`src/csc_pkg.sv`:
```
/*
 * package for the chiller sequence controller: temperature codes, timing constants,
 * mode encoding and the carrier structs shared by the controller and its helpers.
 * assumes temperatures arrive as signed whole degrees C, one code per degree.
 */
package csc_pkg;

	localparam int unsigned CLK_HZ          = 40000000;
	localparam int unsigned TEMP_W          = 8;
	localparam int unsigned TMR_W           = 9;

	// thermostat defaults, signed degrees C
	localparam logic signed [7:0] COOL_SET_C     = 8'sh0c;   // 12
	localparam logic signed [7:0] COOL_HYST_C    = 8'sh03;   // 3
	localparam logic signed [7:0] HEAT_SET_C     = 8'sh28;   // 40
	localparam logic signed [7:0] HEAT_HYST_C    = 8'sh04;   // 4
	localparam logic signed [7:0] FROST_TRIP_C   = 8'sh03;   // 3
	localparam logic signed [7:0] FROST_CLEAR_C  = 8'sh0f;   // 15
	localparam logic signed [7:0] COND_TRIP_C    = 8'sh3e;   // 62
	localparam logic signed [7:0] COND_CLEAR_C   = 8'sh34;   // 52

	// times in seconds, counted on the one second tick
	localparam logic [TMR_W-1:0] RESTART_S       = 9'h12c;   // 300
	localparam logic [TMR_W-1:0] PUMP_LEAD_S     = 9'h11d;   // 285
	localparam logic [TMR_W-1:0] PUMP_TRAIL_S    = 9'h078;   // 120
	localparam logic [TMR_W-1:0] FLOW_MASK_S     = 9'h078;   // 120
	localparam logic [TMR_W-1:0] FLOW_CLEAR_S    = 9'h00f;   // 15

	localparam int unsigned TICK_W           = 26;

	typedef enum logic {CSC_COOL, CSC_HEAT} csc_mode_type;

	// switch and sensor bundle presented to the controller
	typedef struct packed {
		logic remote_shutdown;   // closed contact = forced stop
		logic remote_mode;       // closed = heat, open = cool
		logic flow_fault;        // flow or differential pressure switch tripped
		logic overcurrent;
	} csc_contacts_type;

	typedef struct packed {
		logic signed [TEMP_W-1:0] water;
		logic signed [TEMP_W-1:0] outlet;
		logic signed [TEMP_W-1:0] condenser;
	} csc_temps_type;

	typedef struct packed {
		logic frost;
		logic flow;
		logic cond_hot;
	} csc_alarms_type;

endpackage

```
`src/csc_sync.sv`:
```
/*
 * two flip-flop synchroniser for a vector of contact inputs.
 * assumes the inputs are asynchronous levels; the first stage feeds only the second.
 */
`timescale 1ns/1ps
module csc_sync
	import csc_pkg::*;
#(
	parameter int unsigned W = 4
) (
	input  wire logic         clk_i,   // system clock
	input  wire logic         rst_n_i, // async reset, low
	input  wire logic [W-1:0] d_i,     // raw pins
	output logic      [W-1:0] q_o      // synchronised levels
);
	logic [W-1:0] meta;
	logic [W-1:0] next_meta;
	logic [W-1:0] next_q;

	// plain shift by one stage
	always_comb begin
		next_meta = d_i;
		next_q    = meta;
	end

	always_ff @(posedge clk_i or negedge rst_n_i) begin
		if (!rst_n_i) begin
			meta <= '0;
			q_o  <= '0;
		end else begin
			meta <= next_meta;
			q_o  <= next_q;
		end
	end
endmodule

```
`src/csc_tick.sv`:
```
/*
 * one second tick generator: a single pulse per second from the system clock.
 * assumes clk_i runs at CLK_HZ; the divider is a parameter so simulation can shorten it.
 */
`timescale 1ns/1ps
module csc_tick
	import csc_pkg::*;
#(
	parameter int unsigned DIV = CLK_HZ
) (
	input  wire logic clk_i,   // system clock
	input  wire logic rst_n_i, // async reset, low
	output logic      tick_o   // one cycle pulse per second
);
	logic [TICK_W-1:0] cnt;
	logic [TICK_W-1:0] next_cnt;
	logic              next_tick;

	localparam logic [TICK_W-1:0] LAST = TICK_W'(DIV - 1);

	// wrap at the divider and flag the wrap
	always_comb begin
		next_tick = (cnt == LAST);
		next_cnt  = next_tick ? '0 : cnt + 1'b1;
	end

	always_ff @(posedge clk_i or negedge rst_n_i) begin
		if (!rst_n_i) begin
			cnt    <= '0;
			tick_o <= 1'b0;
		end else begin
			cnt    <= next_cnt;
			tick_o <= next_tick;
		end
	end
endmodule

```
`src/csc_ctrl.sv`:
```
/*
 * chiller sequence controller: command arbitration, thermostat with hysteresis,
 * compressor restart guard, pump sequencing and the frost, flow and condenser alarms.
 * assumes temperatures come from same-clock logic as signed degrees; contacts are raw pins.
 * the stored mode is kept by an always-on domain outside: saved_mode_i is read at reset release.
 */
// Behaviour
// - remote mode contact closed forces heating mode
// - remote mode contact open forces cooling mode
// - remote inputs honoured only when the function select switch enables them
// - factory default leaves remote function disabled until the switch changes
// - latest command from remote or wired controller wins
// - remote shutdown overrides every start request
// - with wired controller connected, panel mode and set point writes are refused
// - cooling: compressor requested above 12 C
// - cooling: request removed below 9 C, held off until restart threshold
// - heating: compressor requested below 38 C
// - heating: request removed above 42 C, held off until restart threshold
// - selected mode stored so it survives power loss
// - at least 300 s between compressor starts
// - pump on at power-up, running 285 s before compressor start
// - pump runs on 120 s after shutdown then stops
// - flow alarm masked for first 120 s of pump operation
// - fan follows pressure probe regardless of compressor
// - outlet below 3 C raises frost alarm and stops compressor
// - frost or flow alarm keeps compressor off, pump on
// - frost alarm cleared by manual reset only above 15 C
// - flow alarm clears after contact released 15 s continuously
// - overcurrent with condenser above 62 C shuts down until below 52 C
// - remote shutdown stops unit, protections stay active
`timescale 1ns/1ps
module csc_ctrl
	import csc_pkg::*;
#(
	parameter int unsigned TICK_DIV = CLK_HZ
) (
	input  wire logic                  clk_i,            // 40 MHz system clock
	input  wire logic                  rst_n_i,          // async reset, low
	input  wire logic                  remote_function_select_switch_i, // enables remote contacts
	input  wire logic                  remote_shutdown_i, // raw contact, high = closed
	input  wire logic                  remote_mode_i,    // raw contact, high = closed
	input  wire logic                  flow_fault_i,     // raw flow switch, high = tripped
	input  wire logic                  overcurrent_i,    // raw overcurrent flag
	input  wire logic                  wired_present_i,  // wired controller connected
	input  wire logic                  wired_cmd_i,      // one cycle: wired command strobe
	input  wire logic                  wired_run_i,      // wired: run request
	input  wire logic                  wired_mode_i,     // wired: 1 heat, 0 cool
	input  wire logic                  panel_cmd_i,      // one cycle: panel command strobe
	input  wire logic                  panel_run_i,      // panel: run request
	input  wire logic                  panel_mode_i,     // panel: 1 heat, 0 cool
	input  wire logic                  saved_mode_i,     // stored mode from retained memory
	input  wire logic                  frost_reset_i,    // manual frost reset, one cycle
	input  wire logic signed [TEMP_W-1:0] water_temp_i,  // inlet water, degrees
	input  wire logic signed [TEMP_W-1:0] outlet_temp_i, // exchanger outlet, degrees
	input  wire logic signed [TEMP_W-1:0] cond_temp_i,   // condenser, degrees
	input  wire logic [7:0]            fan_pressure_i,   // pressure probe reading
	output logic                       compressor_o,     // compressor enable
	output logic                       pump_o,           // pump enable
	output logic [7:0]                 fan_speed_o,      // fan speed demand
	output logic                       mode_heat_o,      // effective mode, 1 heat
	output logic                       save_mode_o,      // mode to retain
	output logic                       panel_refused_o,  // panel write rejected, pulse
	output logic                       frost_alarm_o,    // frost alarm
	output logic                       flow_alarm_o,     // water flow alarm
	output logic                       cond_alarm_o      // condenser overtemp alarm
);
	logic             tick;
	logic [4:0]       sync_q;
	csc_contacts_type ct;
	csc_temps_type    tp;

	csc_tick #(.DIV(TICK_DIV)) u_tick (
		.clk_i  (clk_i),
		.rst_n_i(rst_n_i),
		.tick_o (tick)
	);

	// pins, the function select switch too, cross into the clock domain before use
	csc_sync #(.W(5)) u_sync (
		.clk_i  (clk_i),
		.rst_n_i(rst_n_i),
		.d_i    ({remote_function_select_switch_i, remote_shutdown_i, remote_mode_i, flow_fault_i, overcurrent_i}),
		.q_o    (sync_q)
	);

	assign ct = csc_contacts_type'(sync_q[3:0]);
	assign tp = '{water: water_temp_i, outlet: outlet_temp_i, condenser: cond_temp_i};

	// saturating seconds counter step
	function automatic logic [TMR_W-1:0] sec_step(input logic [TMR_W-1:0] v, input logic t,
		input logic [TMR_W-1:0] lim);
		sec_step = (t && v < lim) ? v + 1'b1 : v;
	endfunction

	// ---------------- command arbitration ----------------
	logic         run_req, next_run_req;
	csc_mode_type mode, next_mode;
	logic         rmode_d, next_rmode_d;
	logic         remote_on;
	logic         loaded, next_loaded;

	assign remote_on = sync_q[4];

	// most recent command wins; a change of the remote mode contact counts as a command
	always_comb begin
		next_run_req    = run_req;
		next_mode       = mode;
		next_rmode_d    = ct.remote_mode;
		next_loaded     = 1'b1;
		panel_refused_o = 1'b0;
		if (!loaded) begin
			next_mode = csc_mode_type'(saved_mode_i);
		end
		if (panel_cmd_i) begin
			if (wired_present_i) begin
				panel_refused_o = 1'b1;
			end else begin
				next_run_req = panel_run_i;
				next_mode    = csc_mode_type'(panel_mode_i);
			end
		end
		if (wired_cmd_i && wired_present_i) begin
			next_run_req = wired_run_i;
			next_mode    = csc_mode_type'(wired_mode_i);
		end
		if (remote_on && loaded && (ct.remote_mode != rmode_d)) begin
			next_mode = ct.remote_mode ? CSC_HEAT : CSC_COOL;
		end
	end

	always_ff @(posedge clk_i or negedge rst_n_i) begin
		if (!rst_n_i) begin
			run_req <= 1'b0;
			mode    <= CSC_COOL;
			rmode_d <= 1'b0;
			loaded  <= 1'b0;
		end else begin
			run_req <= next_run_req;
			mode    <= next_mode;
			rmode_d <= next_rmode_d;
			loaded  <= next_loaded;
		end
	end

	assign mode_heat_o = (mode == CSC_HEAT);
	assign save_mode_o = mode_heat_o;

	logic shut_remote;
	assign shut_remote = remote_on && ct.remote_shutdown;

	// ---------------- thermostat ----------------
	logic demand, next_demand;

	// hysteresis band; demand holds between the two thresholds
	always_comb begin
		next_demand = demand;
		if (mode == CSC_COOL) begin
			if (tp.water > COOL_SET_C)
				next_demand = 1'b1;
			else if (tp.water < COOL_SET_C - COOL_HYST_C)
				next_demand = 1'b0;
		end else begin
			if (tp.water < HEAT_SET_C - (HEAT_HYST_C >>> 1))
				next_demand = 1'b1;
			else if (tp.water > HEAT_SET_C + (HEAT_HYST_C >>> 1))
				next_demand = 1'b0;
		end
	end

	// ---------------- alarms ----------------
	csc_alarms_type alm, next_alm;
	logic [TMR_W-1:0] flow_ok_s, next_flow_ok_s;
	logic             flow_armed;                // flow alarm detection live

	// set wins over any clear in the same cycle; protections run even in remote shutdown
	always_comb begin
		next_alm       = alm;
		next_flow_ok_s = ct.flow_fault ? '0 : sec_step(flow_ok_s, tick, FLOW_CLEAR_S);
		if (frost_reset_i && tp.outlet > FROST_CLEAR_C)
			next_alm.frost = 1'b0;
		if (tp.outlet < FROST_TRIP_C)
			next_alm.frost = 1'b1;
		if (flow_ok_s >= FLOW_CLEAR_S)
			next_alm.flow = 1'b0;
		if (ct.flow_fault && flow_armed)
			next_alm.flow = 1'b1;
		if (tp.condenser < COND_CLEAR_C)
			next_alm.cond_hot = 1'b0;
		if (ct.overcurrent && tp.condenser > COND_TRIP_C)
			next_alm.cond_hot = 1'b1;
	end

	// ---------------- sequencing ----------------
	logic [TMR_W-1:0] pump_s, next_pump_s;       // seconds of pump run
	logic [TMR_W-1:0] since_start, next_since_start;
	logic [TMR_W-1:0] trail_s, next_trail_s;
	logic             pump, next_pump;
	logic             comp, next_comp;
	logic             unit_on, allow;

	assign flow_armed = pump && (pump_s >= FLOW_MASK_S);
	assign unit_on    = run_req && !shut_remote && !alm.cond_hot;
	assign allow      = unit_on && !alm.frost && !alm.flow && demand;

	// pump leads the compressor and runs on after shutdown; all timers on one tick
	always_comb begin
		next_trail_s     = unit_on ? '0 : sec_step(trail_s, tick, PUMP_TRAIL_S);
		next_pump        = unit_on || alm.frost || alm.flow
			|| (trail_s < PUMP_TRAIL_S);
		next_pump_s      = pump ? sec_step(pump_s, tick, PUMP_LEAD_S) : '0;
		next_since_start = sec_step(since_start, tick, RESTART_S);
		next_comp        = comp && allow;
		if (!comp && allow && pump && pump_s >= PUMP_LEAD_S
			&& since_start >= RESTART_S) begin
			next_comp        = 1'b1;
			next_since_start = '0;
		end
	end

	// trail counter starts cleared so the pump runs from power-up
	always_ff @(posedge clk_i or negedge rst_n_i) begin
		if (!rst_n_i) begin
			demand      <= 1'b0;
			alm         <= '0;
			flow_ok_s   <= '0;
			pump_s      <= '0;
			since_start <= RESTART_S;
			trail_s     <= '0;
			pump        <= 1'b1;
			comp        <= 1'b0;
		end else begin
			demand      <= next_demand;
			alm         <= next_alm;
			flow_ok_s   <= next_flow_ok_s;
			pump_s      <= next_pump_s;
			since_start <= next_since_start;
			trail_s     <= next_trail_s;
			pump        <= next_pump;
			comp        <= next_comp;
		end
	end

	// fan tracks the probe only; compressor state deliberately not consulted
	always_ff @(posedge clk_i or negedge rst_n_i) begin
		if (!rst_n_i)
			fan_speed_o <= '0;
		else
			fan_speed_o <= fan_pressure_i;
	end

	assign compressor_o  = comp;
	assign pump_o        = pump;
	assign frost_alarm_o = alm.frost;
	assign flow_alarm_o  = alm.flow;
	assign cond_alarm_o  = alm.cond_hot;
endmodule

```
`config.mk`:
```
export PLATFORM = sky130hd
export DESIGN_NAME = csc_ctrl
export DESIGN_NICKNAME = d
export VERILOG_FILES = /design/src/csc_pkg.sv /design/src/csc_sync.sv /design/src/csc_tick.sv /design/src/csc_ctrl.sv
export SDC_FILE = /design/constraint.sdc
export NUM_CORES = 1
export LEC_CHECK = 0
export BUFFER_PORTS_ARGS = -buffer_cell sky130_fd_sc_hd__buf_4
export CAP_MARGIN = 40
export CORE_ASPECT_RATIO = 0.8
export CORE_UTILIZATION = 30
export CTS_CLUSTER_DIAMETER = 80
export CTS_CLUSTER_SIZE = 40
export DETAILED_ROUTE_END_ITERATION = 6
export PLACE_DENSITY_LB_ADDON = 0.2
export SYNTH_ARGS = -nofsm -noshare
export SYNTH_HDL_FRONTEND = slang
export SYNTH_SLANG_ARGS = --single-unit
export TNS_END_PERCENT = 30
```
`constraint.sdc`:
```
create_clock -name clk_i -period 2.1 [get_ports clk_i]
set_input_delay 0.21 -clock clk_i [delete_from_list [all_inputs] [get_ports clk_i]]
set_output_delay 0.21 -clock clk_i [all_outputs]
set_load 0.05 [all_outputs]
```
======== Yosys cells after proc, flatten, opt, wreduce, memory -nomap -nowiden ========
Index checks and enable logic that the tools add are counted.
cells by class
  $add $sub $neg .......................... 5
  $lt $le $gt $ge ......................... 16
  eq/ne operators ......................... 5
  mux-type cells .......................... 32
  reduce and logical (&&, ||, !) cells .... 40
operators with widths
  kind                     count
  $mux W9                  8
  $add A9 B1 Y9 const B    4
  $add A26 B1 Y26 const B  1
  $eq A26 B26 Y1 const B   1
  $mux W26                 1
  $mux W1                  23
  $logic_and A1 B1 Y1      22
  $ge A9 B9 Y1 const B     2
  $lt A9 B9 Y1 const B     2
  $gt A8 B5 Y1 const B     2
  $gt A8 B7 Y1 const B     2
  $lt A8 B7 Y1 const B     2
  $reduce_bool A2 Y1       7
  $ge A9 B4 Y1 const B     1
  $ge A9 B7 Y1 const B     1
  $lt A9 B4 Y1 const B     1
  $lt A9 B7 Y1 const B     1
  $lt A8 B3 Y1 const B     1
  $lt A8 B5 Y1 const B     1
  $logic_not A1 Y1         5
  $ne A2 B1 Y1 const B     2
  $reduce_and A2 Y1        2
  $logic_or A1 B1 Y1       3
  $ne A3 B1 Y1 const B     1
  2 further kinds          2
storage, ports and cells
  bits in registers ....................... 91
  input bits .............................. 48
  output and inout port bits .............. 16
  word-level logic and storage cells ...... 117

======== Depth between registers and ports, before layout ========
  word-level depth ........................ 12
  gate-level depth with buffers ........... 6
  depth with buffers taken out ............ 6

======== Cells and area by module ========
From an unflattened synthesis, not the netlist that was laid out.
second synthesis, totals
  cell total of the unflattened synthesis .. 416
  area total of the unflattened synthesis .. 4,281.6 µm²
modules (own cells, without submodules)
  module    times used  cells an instance  area each (µm²)  sequential area each (µm²)
  csc_ctrl  1           277                2,692.6          1,357.6
  csc_tick  1           129                1,338.8          675.6
  csc_sync  1           10                 250.2            250.2

======== Worst setup path after synthesis ========
OpenSTA, ideal clock, no wires.
  path kind ............................... register to register
  start ................................... register flow_ok_s[5]
  end ..................................... register flow_ok_s[4]
  setup time .............................. 78 ps
  data arrival time ....................... 1,897 ps
  required time ........................... 2,022 ps
  slack ................................... 125 ps
  cell stages (with the launch flop) ...... 6
  path buffers ............................ 1
  period minus slack after synthesis ...... 1,975 ps
  path through ............................ dfrtp_1 or4_4 or4_1 buf_2 or3_1 a21oi_1
on the way
  word-level cells in the longest chain between the ends .. 3
RTL lines
  item                                 line             RTL
  start: declaration                   csc_ctrl.sv:172  logic [TMR_W-1:0] flow_ok_s, next_flow_ok_s;
  start signal: assignment             csc_ctrl.sv:234  flow_ok_s <= next_flow_ok_s;
  $lt A9 B4 Y1                         csc_ctrl.sv:92   sec_step = (t && v < lim) ? v + 1'b1 : v;
  $logic_and A1 B1 Y1                  csc_ctrl.sv:92
  $reduce_bool A2 Y1 (no source line)  -
No other way between the ends.
A chain may end at the register's enable or synchronous reset.

======== Worst setup path in the final report ========
  start ................................... register flow_ok_s[5]
  end ..................................... register flow_ok_s[2]
The elaborated chain is that of the path after synthesis.

==> out/metrics.yaml <==
grt_remaining_overflow: 0
tightest_slew_ns: 0.8871
critPathLaunchType: "flop"
portBuffers: 63
critical_path_depth: 4
yosysMostFrequentCell: "dfrtp_1"
dieArea_sq_um: 14290
cts_resized: 0
drv_slew: 0
cp.required_ns: 2.37
synth-edff-count: 0
synth_warnings: 0
n_antenna_cell: 0
cts.htree.levels: 3
fin_cells: 665
grt.total_usage_pct: 13.06
final.period_utilization_pct: 94.03
power_density_nw_per_um2: 692.1
cp.arrival_ns: 2.24
vias: 3281
hp-start: "cond_temp_i[7]"
critPathMaxStageDelay_ns: 0.53
setup_viol: 0
worstSkewPairLatency_ns: 0.34
fin_hold_ws_ns: 0.02300
regArea_sq_um: 2283
reg2reg_to: "flow_ok_s[2]"
drtAntennaViolNets: 0
post-place-cells: 635
ioPinCount: 64
yosysTopAreaCell: "dfrtp_1"
multi_input_area_sq_um: 1773
final_nets: 536
synth_common_cells: "dfrtp_1, nand2_1, nor2_1"
hold_end: "cond_alarm_o"
rsz0062_at_grt: "no"
syn_area_sq_um: 4144
syn_to_final_growth_pct: 27.69
yosysSeqAreaShare_pct: 55.10
remaining_drc_errors: 0
power_w: 0.003662
synth_area_leaders: "dfrtp_1, xnor2_1, dfstp_2, nand2_1, nor2_1"
fillerInstances: 1343
clock_path_buffers: 2
dr.pass1.iters: 4
grt_pass1_wl_um: 14870
grt_pass1_vias: 3206
synthCells: 395
path_delay_family: "simple AND/OR/NAND/NOR gates"
first_iter_violations: 142
vias_per_cell: 4.934
hold_violations: 0
path_buf_inv: 0
cts_inserted_buffers: 9
max_freq_mhz: 506.4
synthFlopType: "dfrtp_1"
wl_um: 8695
synth.distinct_cells: 49
drive_gt1_share_pct: 18.97
finalClockSkew_ns: 0.007925
path_class: "flop to flop"
cts_tree: "built"
relSlewSlack_pct: 40.71
finalCriticalPeriod_ns: 1.975
die_w_um: 133.4
post-dp-hpwl_um: 6052
r2r_slack_ns: 0.13
finish.utilization_pct: 39.19
clock_sinks: 91
reg2reg_depth: 4
clk_pin_slew_ns: 0.07
crit_path_max_fanout: 3
ys_seq_elements: 91
syn_area_per_cell_sq_um: 10.49
cap_violations: 0
die_h_um: 107.1
synth_async_sr_flop_share_pct: 100.0
hp-class: "input port to flop"
design.core.area_sq_um: 13500
rows: 38
peakVddDrop_uv: 349.8
worstPathCellList: "or4_4 > or4_1 > or3_1 > a21oi_1"
antenna_found_initial: 0
cp-end-kind: "flop"
wl_per_cell_um: 13.08
place_congestion: 0.7973
synth_top_area_share_pct: 51.93
root_buffer: "clkbuf_16"
run_status: "finished clean"
p_leak_nw: 2.388
critPathSlowestCell: "or4_4"
timing.rr.start: "flow_ok_s[5]"
grt_max_degree: 92
whs_path_depth: 2
tns_ns: 0
start_util_pct: 30.69
synth_nets: 451
sequential cells by signal (all words and copies together), names as in the netlist:
name and count:
run_req 1, since_start 9, trail_s 9, demand 1
u_tick.cnt 26, frost_alarm_o 1, rmode_d 1, compressor_o 1
fan_speed_o 8, flow_alarm_o 1, u_tick.tick_o 1, pump_o 1
cond_alarm_o 1, u_sync.meta 5, mode_heat_o 1, pump_s 9
loaded 1, flow_ok_s 9, u_sync.q_o 5
power by group:
part / switching (W) / internal, W
registers: 0.0000198 / 0.00178
logic: 0.000154 / 0.000124
clock network: 0.000748 / 0.000834
total: 0.000922 / 0.00274
layer usage:
metal	vias to the layer above	track usage [%]	share of wire (%)
met5	-	0	0
met4	0	4.708	1.4
met3	9	3.357	2.4
met2	36	20.28	45
met1	1632	17.57	51
li1	1604	-	-
placed cells by master (no fill, tap or decap), types with 9 or more instances in the layout:
master,netlist,routed
a21oi_1,22,22
buf_4,1,67
clkbuf_16,0,9
dfrtp_1,86,86
dlygate4sd3_1,0,14
inv_1,14,14
nand2_1,32,32
nand3_1,15,15
nand4_1,18,18
nor2_1,32,32
nor2b_1,9,9
nor3_1,10,10
o21ai_0,13,13
or3_1,12,12
xnor2_1,16,16
xor2_1,10,10
cells by family (layout without fill, tap and decap cells):
group	after synthesis	count (layout)	share of synthesized area [%]
adders and majority gates	8	8	2.416
DFF	91	91	55.10
other	1	1	0.09049
xor gates and xnor gates	26	26	5.495
buffers and inverters	22	112	2.113
and+or+nand+nor	169	169	22.10
AOI/OAI and AO/OA	72	72	11.23
muxes	6	6	1.449
layout make-up:
cell class              instances  area share (%)
clock buffers                   9           4.256
clock inverters                 7           1.301
inverters                      14          0.9931
multi-input cells             282           33.51
flip-flops and latches         91           43.15
well taps                     180           4.256
repair buffers                 82           12.53
worst max path at each step:
stage	from	endpoint	slack [ns]
after floorplan	flow_ok_s[5]	flow_ok_s[4]	0.12
after global placement	flow_ok_s[5]	flow_ok_s[4]	0.17
after detailed placement	flow_ok_s[5]	flow_ok_s[2]	0.15
after CTS	flow_ok_s[5]	flow_ok_s[2]	0.12
after global routing	pump_s[1]	since_start[8]	0.005
final	flow_ok_s[5]	flow_ok_s[2]	0.13
through the flow:
step / area (sq um) / setup WS, ns
after floorplan: 4144 / 0.1247
after global placement: 4857 / 0.1713
after detailed placement: 4857 / 0.1486
after CTS: 5291 / 0.1210
after global routing: 5291 / 0.005477
final: 5291 / 0.1253
worst reg2reg max path: cells and delay by family (launching register included):
family,cells,cell delay [ns]
AND/OR/NAND/NOR,3,1.37
AO/OA/AOI/OAI,1,0.16
flip-flops,1,0.37
repair_timing:
action | 4_1_cts | 5_1_grt
endpoints found under the hold margin | 99 | 0
buffers inserted | 0 | 0
hold buffers | 14 | 0
Power figures use the tool's default switching activity.
